File: src/verilog/qcac_map.svh
`ifndef QCAC_MAP_SVH
`define QCAC_MAP_SVH

// ----------------------------------------------------------------------------
// register indices (register port address width 7)
// ----------------------------------------------------------------------------
`define QCAC_ADDR_STATE_FLAGS     7'h6F
`define QCAC_ADDR_AMPL_CONFIG     7'h70
`define QCAC_ADDR_TUNED_SLOPE     7'h71

// ----------------------------------------------------------------------------
// chopper_amplitude_config field positions
// ----------------------------------------------------------------------------
`define QCAC_OFS_LSB              0
`define QCAC_OFS_MSB              7
`define QCAC_GRAD_LSB             8
`define QCAC_GRAD_MSB             15
`define QCAC_FREQ_LSB             16
`define QCAC_FREQ_MSB             17
`define QCAC_AUTOSCALE_BIT        18
`define QCAC_AUTOGRAD_BIT         19
`define QCAC_FREEWHEEL_LSB        20
`define QCAC_FREEWHEEL_MSB        21
`define QCAC_REG_LSB              24
`define QCAC_REG_MSB              27
`define QCAC_LIM_LSB              28
`define QCAC_LIM_MSB              31

// ----------------------------------------------------------------------------
// driver_state_flags field positions
// ----------------------------------------------------------------------------
`define QCAC_STST_BIT             31
`define QCAC_QUIET_BIT            30
`define QCAC_CS_LSB               16
`define QCAC_CS_MSB               20

// ----------------------------------------------------------------------------
// reset values
// ----------------------------------------------------------------------------
`define QCAC_RST_OFS              8'h24
`define QCAC_RST_GRAD             8'h00
`define QCAC_RST_FREQ             2'h1
`define QCAC_RST_AUTOSCALE        1'b1
`define QCAC_RST_AUTOGRAD         1'b1
`define QCAC_RST_FREEWHEEL        2'h0
`define QCAC_RST_REG              4'h8
`define QCAC_RST_LIM              4'hC

// ----------------------------------------------------------------------------
// pwm period in half clocks per frequency code, and timing
// ----------------------------------------------------------------------------
`define QCAC_HALF_PERIOD_00       11'h400
`define QCAC_HALF_PERIOD_01       11'h2AB
`define QCAC_HALF_PERIOD_10       11'h200
`define QCAC_HALF_PERIOD_11       11'h19A
`define QCAC_STST_CYCLES          21'h100000
`define QCAC_SLOPE_SHIFT          8
`define QCAC_OFS_SHIFT            5
`define QCAC_AMPL_MAX             8'hFF

`endif

File: src/verilog/qcac_pkg.sv
`default_nettype none

package qcac_pkg;

    // ------------------------------------------------------------------------
    // configuration word
    // ------------------------------------------------------------------------
    typedef struct packed {
        logic [3:0] lim;
        logic [3:0] regul;
        logic [1:0] rsvd;
        logic [1:0] freewheel;
        logic       autograd;
        logic       autoscale;
        logic [1:0] freq_sel;
        logic [7:0] slope;
        logic [7:0] offset;
    } qcac_cfg_t;

    // ------------------------------------------------------------------------
    // register port request
    // ------------------------------------------------------------------------
    typedef struct packed {
        logic        wr;
        logic        rd;
        logic [6:0]  addr;
        logic [31:0] wdata;
    } qcac_req_t;

    // ------------------------------------------------------------------------
    // divider states
    // ------------------------------------------------------------------------
    typedef enum logic [1:0] {
        QCAC_DIV_IDLE = 2'b01,
        QCAC_DIV_RUN  = 2'b10
    } qcac_div_state_t;

endpackage

`default_nettype wire

File: src/verilog/qcac_divider.sv
`default_nettype none

`include "qcac_map.svh"

module qcac_divider (
    input  wire logic        clk_i,
    input  wire logic        rst_n_i,
    input  wire logic        start_i,
    input  wire logic [15:0] num_i,
    input  wire logic [20:0] den_i,
    output logic             busy_o,
    output logic             done_o,
    output logic [15:0]      quot_o
);
    import qcac_pkg::*;

    // ------------------------------------------------------------------------
    // restoring divider, one quotient bit per clock
    // ------------------------------------------------------------------------
    qcac_div_state_t state_r;
    logic [15:0]     num_r;
    logic [20:0]     den_r;
    logic [21:0]     rem_r;
    logic [15:0]     q_r;
    logic [4:0]      cnt_r;

    wire logic [21:0] rem_sh  = {rem_r[20:0], num_r[15]};
    wire logic        fits    = (rem_sh >= {1'b0, den_r});
    wire logic [21:0] rem_nxt = fits ? (rem_sh - {1'b0, den_r}) : rem_sh;
    wire logic [15:0] q_nxt   = {q_r[14:0], fits};

    always_ff @(posedge clk_i or negedge rst_n_i) begin
        if (!rst_n_i) begin
            state_r <= QCAC_DIV_IDLE;
            num_r   <= 16'h0000;
            den_r   <= 21'h000001;
            rem_r   <= 22'h000000;
            q_r     <= 16'h0000;
            cnt_r   <= 5'h00;
            done_o  <= 1'b0;
            quot_o  <= 16'h0000;
        end else begin
            done_o <= 1'b0;
            unique case (state_r)
                QCAC_DIV_IDLE: begin
                    if (start_i) begin
                        num_r   <= num_i;
                        den_r   <= den_i;
                        rem_r   <= 22'h000000;
                        q_r     <= 16'h0000;
                        cnt_r   <= 5'h10;
                        state_r <= QCAC_DIV_RUN;
                    end
                end
                QCAC_DIV_RUN: begin
                    num_r <= {num_r[14:0], 1'b0};
                    rem_r <= rem_nxt;
                    q_r   <= q_nxt;
                    cnt_r <= cnt_r - 5'h01;
                    if (cnt_r == 5'h01) begin
                        quot_o  <= q_nxt;
                        done_o  <= 1'b1;
                        state_r <= QCAC_DIV_IDLE;
                    end
                end
            endcase
        end
    end

    assign busy_o = (state_r == QCAC_DIV_RUN);

endmodule

`default_nettype wire

File: src/verilog/qcac_top.sv
`default_nettype none

`include "qcac_map.svh"

module qcac_top #(
    parameter logic [20:0] STST_CYCLES = `QCAC_STST_CYCLES
) (
    input  wire logic        SYS_CLK_I,
    input  wire logic        RESET_N_I,
    input  wire logic        REG_WR_I,
    input  wire logic        REG_RD_I,
    input  wire logic [6:0]  REG_ADDR_I,
    input  wire logic [31:0] REG_WDATA_I,
    input  wire logic        STEP_I,
    input  wire logic        QUIET_ACTIVE_I,
    input  wire logic [4:0]  CUR_SCALE_I,
    input  wire logic [4:0]  LOW_SCALE_LIMIT_I,
    input  wire logic [7:0]  AUTO_AMPL_I,
    input  wire logic [7:0]  AUTO_SLOPE_I,
    input  wire logic        AUTO_SLOPE_VALID_I,
    input  wire logic [7:0]  OTP_SLOPE_I,
    input  wire logic        OTP_SLOPE_VALID_I,
    output logic [31:0]      REG_RDATA_O,
    output logic             REG_RVALID_O,
    output logic             PWM_CYCLE_O,
    output logic [7:0]       BASE_AMPLITUDE_O,
    output logic [4:0]       CS_ACTUAL_O,
    output logic             STANDSTILL_O,
    output logic [7:0]       SEED_SLOPE_O,
    output qcac_pkg::qcac_cfg_t CFG_O
);
    import qcac_pkg::*;

    // ------------------------------------------------------------------------
    // helpers
    // ------------------------------------------------------------------------
    function automatic logic [7:0] sat8(input logic [15:0] v);
        sat8 = (v > 16'h00FF) ? `QCAC_AMPL_MAX : v[7:0];
    endfunction

    function automatic logic [10:0] half_period(input logic [1:0] code);
        unique case (code)
            2'h0:    half_period = `QCAC_HALF_PERIOD_00;
            2'h1:    half_period = `QCAC_HALF_PERIOD_01;
            2'h2:    half_period = `QCAC_HALF_PERIOD_10;
            default: half_period = `QCAC_HALF_PERIOD_11;
        endcase
    endfunction

    // ------------------------------------------------------------------------
    // declarations
    // ------------------------------------------------------------------------
    qcac_req_t   req;
    qcac_cfg_t   cfg_r;
    qcac_cfg_t   cfg_nxt;
    logic        otp_done_r;
    logic [7:0]  tuned_slope_r;
    logic        autoscale_d_r;
    logic [10:0] phase_r;
    logic [20:0] idle_cnt_r;
    logic        stst_r;
    logic [20:0] step_interval_time_r;
    logic [7:0]  vel_r;
    logic [4:0]  cs_r;
    logic        div_busy;
    logic        div_done;
    logic [15:0] div_quot;

    assign req = '{wr: REG_WR_I, rd: REG_RD_I, addr: REG_ADDR_I, wdata: REG_WDATA_I};

    // ------------------------------------------------------------------------
    // register decode
    // ------------------------------------------------------------------------
    wire logic hit_cfg   = (req.addr == `QCAC_ADDR_AMPL_CONFIG);
    wire logic hit_state = (req.addr == `QCAC_ADDR_STATE_FLAGS);
    wire logic hit_tuned = (req.addr == `QCAC_ADDR_TUNED_SLOPE);
    wire logic cfg_wr    = req.wr && hit_cfg;
    wire logic otp_load  = !otp_done_r && OTP_SLOPE_VALID_I;

    // reserved bits 23:22 are held at zero
    always_comb begin
        cfg_nxt      = cfg_r;
        if (cfg_wr) begin
            cfg_nxt      = qcac_cfg_t'(req.wdata);
            cfg_nxt.rsvd = 2'h0;
        end
        if (otp_load && !cfg_wr) begin
            cfg_nxt.slope = OTP_SLOPE_I;
        end
    end

    // ------------------------------------------------------------------------
    // configuration register
    // ------------------------------------------------------------------------
    always_ff @(posedge SYS_CLK_I or negedge RESET_N_I) begin
        if (!RESET_N_I) begin
            cfg_r.offset    <= `QCAC_RST_OFS;
            cfg_r.slope     <= `QCAC_RST_GRAD;
            cfg_r.freq_sel  <= `QCAC_RST_FREQ;
            cfg_r.autoscale <= `QCAC_RST_AUTOSCALE;
            cfg_r.autograd  <= `QCAC_RST_AUTOGRAD;
            cfg_r.freewheel <= `QCAC_RST_FREEWHEEL;
            cfg_r.rsvd      <= 2'h0;
            cfg_r.regul     <= `QCAC_RST_REG;
            cfg_r.lim       <= `QCAC_RST_LIM;
        end else begin
            cfg_r <= cfg_nxt;
        end
    end

    // one-time slope load in the first cycle after reset release
    always_ff @(posedge SYS_CLK_I or negedge RESET_N_I) begin
        if (!RESET_N_I) begin
            otp_done_r <= 1'b0;
        end else begin
            otp_done_r <= 1'b1;
        end
    end

    // ------------------------------------------------------------------------
    // tuned slope readback
    // ------------------------------------------------------------------------
    wire logic autoscale_rise = cfg_r.autoscale && !autoscale_d_r;
    wire logic tune_take      = cfg_r.autoscale && cfg_r.autograd && !autoscale_rise
                                && AUTO_SLOPE_VALID_I;
    wire logic [7:0] tuned_nxt = tune_take ? AUTO_SLOPE_I : cfg_nxt.slope;
    wire logic       tuned_upd = !cfg_r.autoscale || !cfg_r.autograd || autoscale_rise
                                 || tune_take;

    always_ff @(posedge SYS_CLK_I or negedge RESET_N_I) begin
        if (!RESET_N_I) begin
            tuned_slope_r <= `QCAC_RST_GRAD;
            autoscale_d_r <= 1'b0;
        end else begin
            autoscale_d_r <= cfg_r.autoscale;
            if (tuned_upd) begin
                tuned_slope_r <= tuned_nxt;
            end
        end
    end

    // ------------------------------------------------------------------------
    // pwm period generator, counts in half clocks
    // ------------------------------------------------------------------------
    wire logic [10:0] period_half = half_period(cfg_r.freq_sel);
    wire logic [11:0] phase_sum   = {1'b0, phase_r} + 12'h002;
    wire logic        phase_wrap  = (phase_sum >= {1'b0, period_half});
    wire logic [11:0] phase_sub   = phase_sum - {1'b0, period_half};
    wire logic [10:0] phase_nxt   = phase_wrap ? phase_sub[10:0] : phase_sum[10:0];

    always_ff @(posedge SYS_CLK_I or negedge RESET_N_I) begin
        if (!RESET_N_I) begin
            phase_r     <= 11'h000;
            PWM_CYCLE_O <= 1'b0;
        end else begin
            phase_r     <= phase_nxt;
            PWM_CYCLE_O <= phase_wrap;
        end
    end

    // ------------------------------------------------------------------------
    // step interval and standstill
    // ------------------------------------------------------------------------
    wire logic        idle_full  = (idle_cnt_r >= STST_CYCLES - 21'h000001);
    wire logic [20:0] step_interval_time_meas = stst_r ? STST_CYCLES : (idle_cnt_r + 21'h000001);

    always_ff @(posedge SYS_CLK_I or negedge RESET_N_I) begin
        if (!RESET_N_I) begin
            idle_cnt_r <= 21'h000000;
            stst_r     <= 1'b0;
            step_interval_time_r    <= STST_CYCLES;
        end else if (STEP_I) begin
            idle_cnt_r <= 21'h000000;
            stst_r     <= 1'b0;
            step_interval_time_r    <= step_interval_time_meas;
        end else if (idle_full) begin
            stst_r     <= 1'b1;
            step_interval_time_r    <= STST_CYCLES;
        end else begin
            idle_cnt_r <= idle_cnt_r + 21'h000001;
        end
    end

    // ------------------------------------------------------------------------
    // velocity term: slope * 256 / step interval
    // ------------------------------------------------------------------------
    wire logic [15:0] vel_num = {cfg_r.slope, 8'h00};

    qcac_divider u_div (
        .clk_i   (SYS_CLK_I),
        .rst_n_i (RESET_N_I),
        .start_i (!div_busy),
        .num_i   (vel_num),
        .den_i   (step_interval_time_r),
        .busy_o  (div_busy),
        .done_o  (div_done),
        .quot_o  (div_quot)
    );

    always_ff @(posedge SYS_CLK_I or negedge RESET_N_I) begin
        if (!RESET_N_I) begin
            vel_r <= 8'h00;
        end else if (div_done) begin
            vel_r <= sat8(div_quot);
        end
    end

    // ------------------------------------------------------------------------
    // current scale and amplitude
    // ------------------------------------------------------------------------
    wire logic       floor_on = cfg_r.autoscale && (cfg_r.offset == 8'h00)
                                && (CUR_SCALE_I < LOW_SCALE_LIMIT_I);
    wire logic [4:0] cs_nxt   = floor_on ? LOW_SCALE_LIMIT_I : CUR_SCALE_I;

    wire logic [13:0] ofs_prod   = cfg_r.offset * ({1'b0, cs_r} + 6'h01);
    wire logic [15:0] ofs_scaled = {7'h00, ofs_prod[13:`QCAC_OFS_SHIFT]};
    wire logic [15:0] man_sum    = ofs_scaled + {8'h00, vel_r};
    wire logic [7:0]  man_ampl   = sat8(man_sum);
    wire logic [7:0]  ampl_nxt   = cfg_r.autoscale ? AUTO_AMPL_I : man_ampl;

    always_ff @(posedge SYS_CLK_I or negedge RESET_N_I) begin
        if (!RESET_N_I) begin
            cs_r       <= 5'h00;
            BASE_AMPLITUDE_O <= 8'h00;
        end else begin
            cs_r       <= cs_nxt;
            BASE_AMPLITUDE_O <= ampl_nxt;
        end
    end

    // ------------------------------------------------------------------------
    // status word and read port
    // ------------------------------------------------------------------------
    logic [31:0] state_word;

    always_comb begin
        state_word                                = 32'h0000_0000;
        state_word[`QCAC_STST_BIT]                = stst_r;
        state_word[`QCAC_QUIET_BIT]               = QUIET_ACTIVE_I;
        state_word[`QCAC_CS_MSB:`QCAC_CS_LSB]     = cs_r;
    end

    wire logic [31:0] rd_mux = hit_state ? state_word :
                               hit_cfg   ? 32'(cfg_r) :
                               hit_tuned ? {24'h000000, tuned_slope_r} :
                                           32'h0000_0000;

    always_ff @(posedge SYS_CLK_I or negedge RESET_N_I) begin
        if (!RESET_N_I) begin
            REG_RDATA_O  <= 32'h0000_0000;
            REG_RVALID_O <= 1'b0;
        end else begin
            REG_RVALID_O <= req.rd;
            if (req.rd) begin
                REG_RDATA_O <= rd_mux;
            end
        end
    end

    // ------------------------------------------------------------------------
    // registered side outputs
    // ------------------------------------------------------------------------
    always_ff @(posedge SYS_CLK_I or negedge RESET_N_I) begin
        if (!RESET_N_I) begin
            CS_ACTUAL_O  <= 5'h00;
            STANDSTILL_O <= 1'b0;
            SEED_SLOPE_O <= `QCAC_RST_GRAD;
            CFG_O        <= '0;
        end else begin
            CS_ACTUAL_O  <= cs_r;
            STANDSTILL_O <= stst_r;
            SEED_SLOPE_O <= tuned_slope_r;
            CFG_O        <= cfg_r;
        end
    end

endmodule

`default_nettype wire
File: config.mk
export PLATFORM = sky130hd
export DESIGN_NAME = qcac_top
export DESIGN_NICKNAME = d
export VERILOG_FILES = /design/src/verilog/qcac_pkg.sv /design/src/verilog/qcac_divider.sv /design/src/verilog/qcac_top.sv
export VERILOG_INCLUDE_DIRS = /design/src /design/src/verilog
export SDC_FILE = /design/constraint.sdc
export NUM_CORES = 1
export LEC_CHECK = 0
export ABC_CLOCK_PERIOD_IN_PS = 6600
export BUFFER_PORTS_ARGS = -buffer_cell sky130_fd_sc_hd__buf_2
export CAP_MARGIN = 10
export CORE_MARGIN = 8
export CORE_UTILIZATION = 59
export CTS_CLUSTER_DIAMETER = 80
export DETAILED_ROUTE_END_ITERATION = 8
export GPL_TIMING_DRIVEN = 0
export HOLD_SLACK_MARGIN = 0.06
export PLACE_DENSITY = 0.84
export SETUP_SLACK_MARGIN = 0.1
export SLEW_MARGIN = 20
export SYNTH_ARGS = -nofsm -noshare
export SYNTH_HDL_FRONTEND = slang
export SYNTH_SLANG_ARGS = --single-unit
File: constraint.sdc
create_clock -name SYS_CLK_I -period 6.6 [get_ports SYS_CLK_I]
set_clock_uncertainty 0.2 [all_clocks]
set_input_delay 0.66 -clock SYS_CLK_I [delete_from_list [all_inputs] [get_ports SYS_CLK_I]]
set_output_delay 0.66 -clock SYS_CLK_I [all_outputs]
set_load 0.01 [all_outputs]
==> impl_metrics.yaml <==
global_route:
  antenna_found_initial: 0
  grt_usage: 0.236
  grt_max_degree: 103
  grt_overflow: 0
  grt_pass1_wl_mm: 55.4
  grt_pass1_vias: 11100
sta:
  fin_crit_sh: 0.937
  finalSetupViolCount: 0
  fin_ws_ns: 0.413
  fin_hold_ws_ns: 0.133
  drv_slew: 0
  hold_viol_final: 0
  period_minus_slack_ns: 6.19
  rsz0062_at_grt: "no"
  max_freq_ghz: 0.162
  worstMarginPinSlew_ns: 1.15
  relSlewSlack: 0.229
yosys:
  synth_cell_type_count: 71
  syn_inst: 1393
  postSynth.asyncResetShare: 1.00
  synth_edf_count: 0
  synthFlopType: "dfrtp_1"
  ys_seq_area_frac: 0.496
  syn_area_per_cell_um2: 10.1
  yosysWarnings: 0
  netlist_area_um2: 14100
  ys_ff_latch: 279
placed_design:
  placed_area_um2: 15400
  dp_slack_ns: 0.0727
  gp_congestion: 0.929
  placed_cells: 1877
  place.port_buffers: 160
  dp_hpwl_mm: 25.1
layout:
  final_util: 0.702
  layout.nets: 1771
  areaGrowthSynthToFinish_pct: 16.9
  fin_area_um2: 16500
  drive_above_1_share: 0.185
  fill_cells: 1650
  final_cells: 1936
routing:
  vias: 11000
  avgRoutedWirePerCell_um: 18.1
  drtAntennaViolNets: 0
  dr.pass1.iters: 5
  routed_wl_mm: 35.0
  drc: 0
  viasPerCell: 5.70
  drt_iter0_drc: 795
critical_path:
  setup.worst_path.end_class: "flip-flop"
  cp-endpoint: "BASE_AMPLITUDE_O[3]$_DFF_PN0_"
  crit_path_max_fanout: 7
  ff2ff_path_depth: 23
  r2r_setup_slack_ns: 0.41
  r2r_end: "BASE_AMPLITUDE_O[3]$_DFF_PN0_"
  required_ns: 6.86
  cp.arrival_ns: 6.45
  critPathKind: "flip-flop to flip-flop"
  r2r_start: "cs_r[1]$_DFF_PN0_"
  critPathLaunchType: "flip-flop"
  critPathLaunch: "cs_r[1]$_DFF_PN0_"
pwr:
  clkPwrFrac: 0.290
  power_switching_mw: 2.04
  power_switching_share: 0.346
  p_per_area_nw_per_um2: 358
  peakVddDrop_mv: 0.231
  leakagePower_nw: 7.76
  p_int_mw: 3.86
  comb_power_share: 0.340
  seq_power_share: 0.369
clock_network:
  cts_made_buffers: 30
  clock_path_buffers: 3
  clock-root-buffer: "clkbuf_16"
  worstSkewPairLatency_ns: 0.56
  tritoncts: "built"
  clk_pin_slew_ns: 0.06
  htree_levels: 1
  cts.sinks: 279
hold_path:
  hold_class: "primary input to flip-flop"
floorplanning:
  core-area_um2: 23500
  die_width_um: 171
  rows: 56
  die_area_um2: 29100
  io_pins: 169
  die_y_um: 171
  start_util: 0.600
run:
  cap_violations: 0
outcome:
  status: "finished clean"
-- worst min-delay path by stage --
stage | start | end | slack (ns) | cells past startpoint
detailed placement | cfg_r[1]$_DFFE_PN0P_ | CFG_O[1]$_DFF_PN0_ | 0.17 | 0
CTS | AUTO_AMPL_I[6] | BASE_AMPLITUDE_O[6]$_DFF_PN0_ | 0.12 | 3
finish | REG_WDATA_I[28] | cfg_r[28]$_DFFE_PN0P_ | 0.13 | 2
floorplan | cfg_r[1]$_DFFE_PN0P_ | CFG_O[1]$_DFF_PN0_ | 0.15 | 0
global route | AUTO_AMPL_I[4] | BASE_AMPLITUDE_O[4]$_DFF_PN0_ | 0.13 | 3
global placement | cfg_r[1]$_DFFE_PN0P_ | CFG_O[1]$_DFF_PN0_ | 0.16 | 0
-- stage by stage --
stage / setup TNS (ns) / power, mW
final: 0 / 5.90
after global routing: 0 / 6.22
after CTS: 0 / 5.88
after detailed placement: 0 / 4.15
after global placement: -34.89 / 4.06
after floorplan: 0 / 3.61
-- worst max-delay path: stages, from the launching register on --
cell      delay, ns
dfrtp_1        0.48
ha_1           0.25
nand3_1        0.20
xnor2_4        0.22
buf_4          0.17
and2_1         0.17
fa_1           0.48
fa_1           0.55
inv_1          0.06
fa_1           0.53
inv_1          0.04
ha_1           0.33
and3_1         0.20
o311ai_1       0.12
nand2_1        0.15
o21ai_0        0.26
o21ai_0        0.15
xnor2_1        0.28
ha_1           0.30
a21oi_1        0.26
a21boi_2       0.13
o211ai_1       0.16
mux2i_4        0.16
a32oi_1        0.23
-- sequential cells by signal, indices dropped and copies added (netlist names), 2 cells and up --
name / flops
CFG_O: 30
REG_RDATA_O: 30
cfg_r: 30
idle_cnt_r: 21
step_interval_time_r: 21
u_div.den_r: 21
u_div.rem_r: 21
u_div.quot_o: 16
u_div.q_r: 15
phase_r: 11
BASE_AMPLITUDE_O: 8
SEED_SLOPE_O: 8
tuned_slope_r: 8
u_div.num_r: 8
vel_r: 8
CS_ACTUAL_O: 5
cs_r: 5
u_div.cnt_r: 5
u_div.state_r: 2
-- final cells by class --
cell class | instances | area [um2] | area share
inverter | 113 | 424 | 0.0258
timing repair buffer | 165 | 893 | 0.0542
multi-input combinational | 952 | 6500 | 0.395
sequential | 279 | 7000 | 0.425
tap | 319 | 399 | 0.0242
clock inverter | 18 | 195 | 0.0118
antenna | 1 | 2.50 | 0.000152
clock buffer | 37 | 827 | 0.0502
buffer | 52 | 231 | 0.0141
-- synth_stat cells (6+ instances only) --
master,number,area (um2)
fa_1,27,541
xnor2_1,46,403
mux2_2,30,338
nand2_1,184,691
or2_2,6,37.5
or3_1,9,56.3
dfstp_2,11,289
inv_1,113,424
a32oi_1,6,52.6
a22oi_1,15,113
dfrtp_1,268,6710
and3_1,10,62.6
a21o_1,6,45.0
o22a_1,8,70.1
and2_1,48,300
nor2b_1,16,100
o21a_1,10,75.1
nand2b_1,14,87.6
nor2_1,72,270
o21ai_0,119,596
mux2i_1,16,160
nor3_1,21,105
nand4_1,12,75.1
a21oi_1,65,325
clkbuf_1,35,131
buf_4,6,45.0
nand3_1,40,200
ha_1,70,876
xor2_1,29,254
-- repair_timing --
action	in CTS	in global routing
hold buffers	2	0
gates resized for setup	2	6
endpoints found under the hold margin	85	0
buffers inserted	0	1
endpoints found under the setup margin	7	8
pin swaps	0	1
-- kinds of logic after synthesis --
family,share of synthesized area
muxes,0.0363
DFF,0.496
and+or+nand+nor,0.160
adders and majority gates,0.101
AOI/OAI and AO/OA,0.113
buffers and inverters,0.0465
xor gates and xnor gates,0.0466
other,0.000533
-- cell usage in the layout, fill, tap and decap left out, types with 11 or more instances in the layout --
cell type	n
nand4_1	12
nand2b_1	14
nand3_1	40
nand2_1	184
o21ai_0	119
fa_1	27
and2_1	48
mux2i_1	16
a22oi_1	15
clkbuf_16	30
xor2_1	29
nor3_1	21
xnor2_1	44
nor2b_1	16
ha_1	70
nor2_1	71
mux2_2	30
buf_2	162
dfrtp_1	268
inv_1	113
a21oi_1	65
dfstp_2	11
clkbuf_1	37
-- per-layer routing --
layer  vias to the layer above  GRT usage  share of wire
met5                         -          0              0
met4                         0     0.0866          0.033
met3                       107     0.0401          0.069
met2                       414      0.411           0.50
met1                      5411      0.291           0.40
li1                       5108          -              -
-- power by group through the flow --
stage                     sequential (mW)  clock, mW  combinational (mW)
after detailed placement             2.20          0                1.95
after CTS                            2.17       1.73                1.98
final                                2.18       1.71                2.01
after global placement               2.19          0                1.87
after floorplan                      2.17          0                1.44
after global routing                 2.21       1.80                2.22
Power figures use the tool's default switching activity.
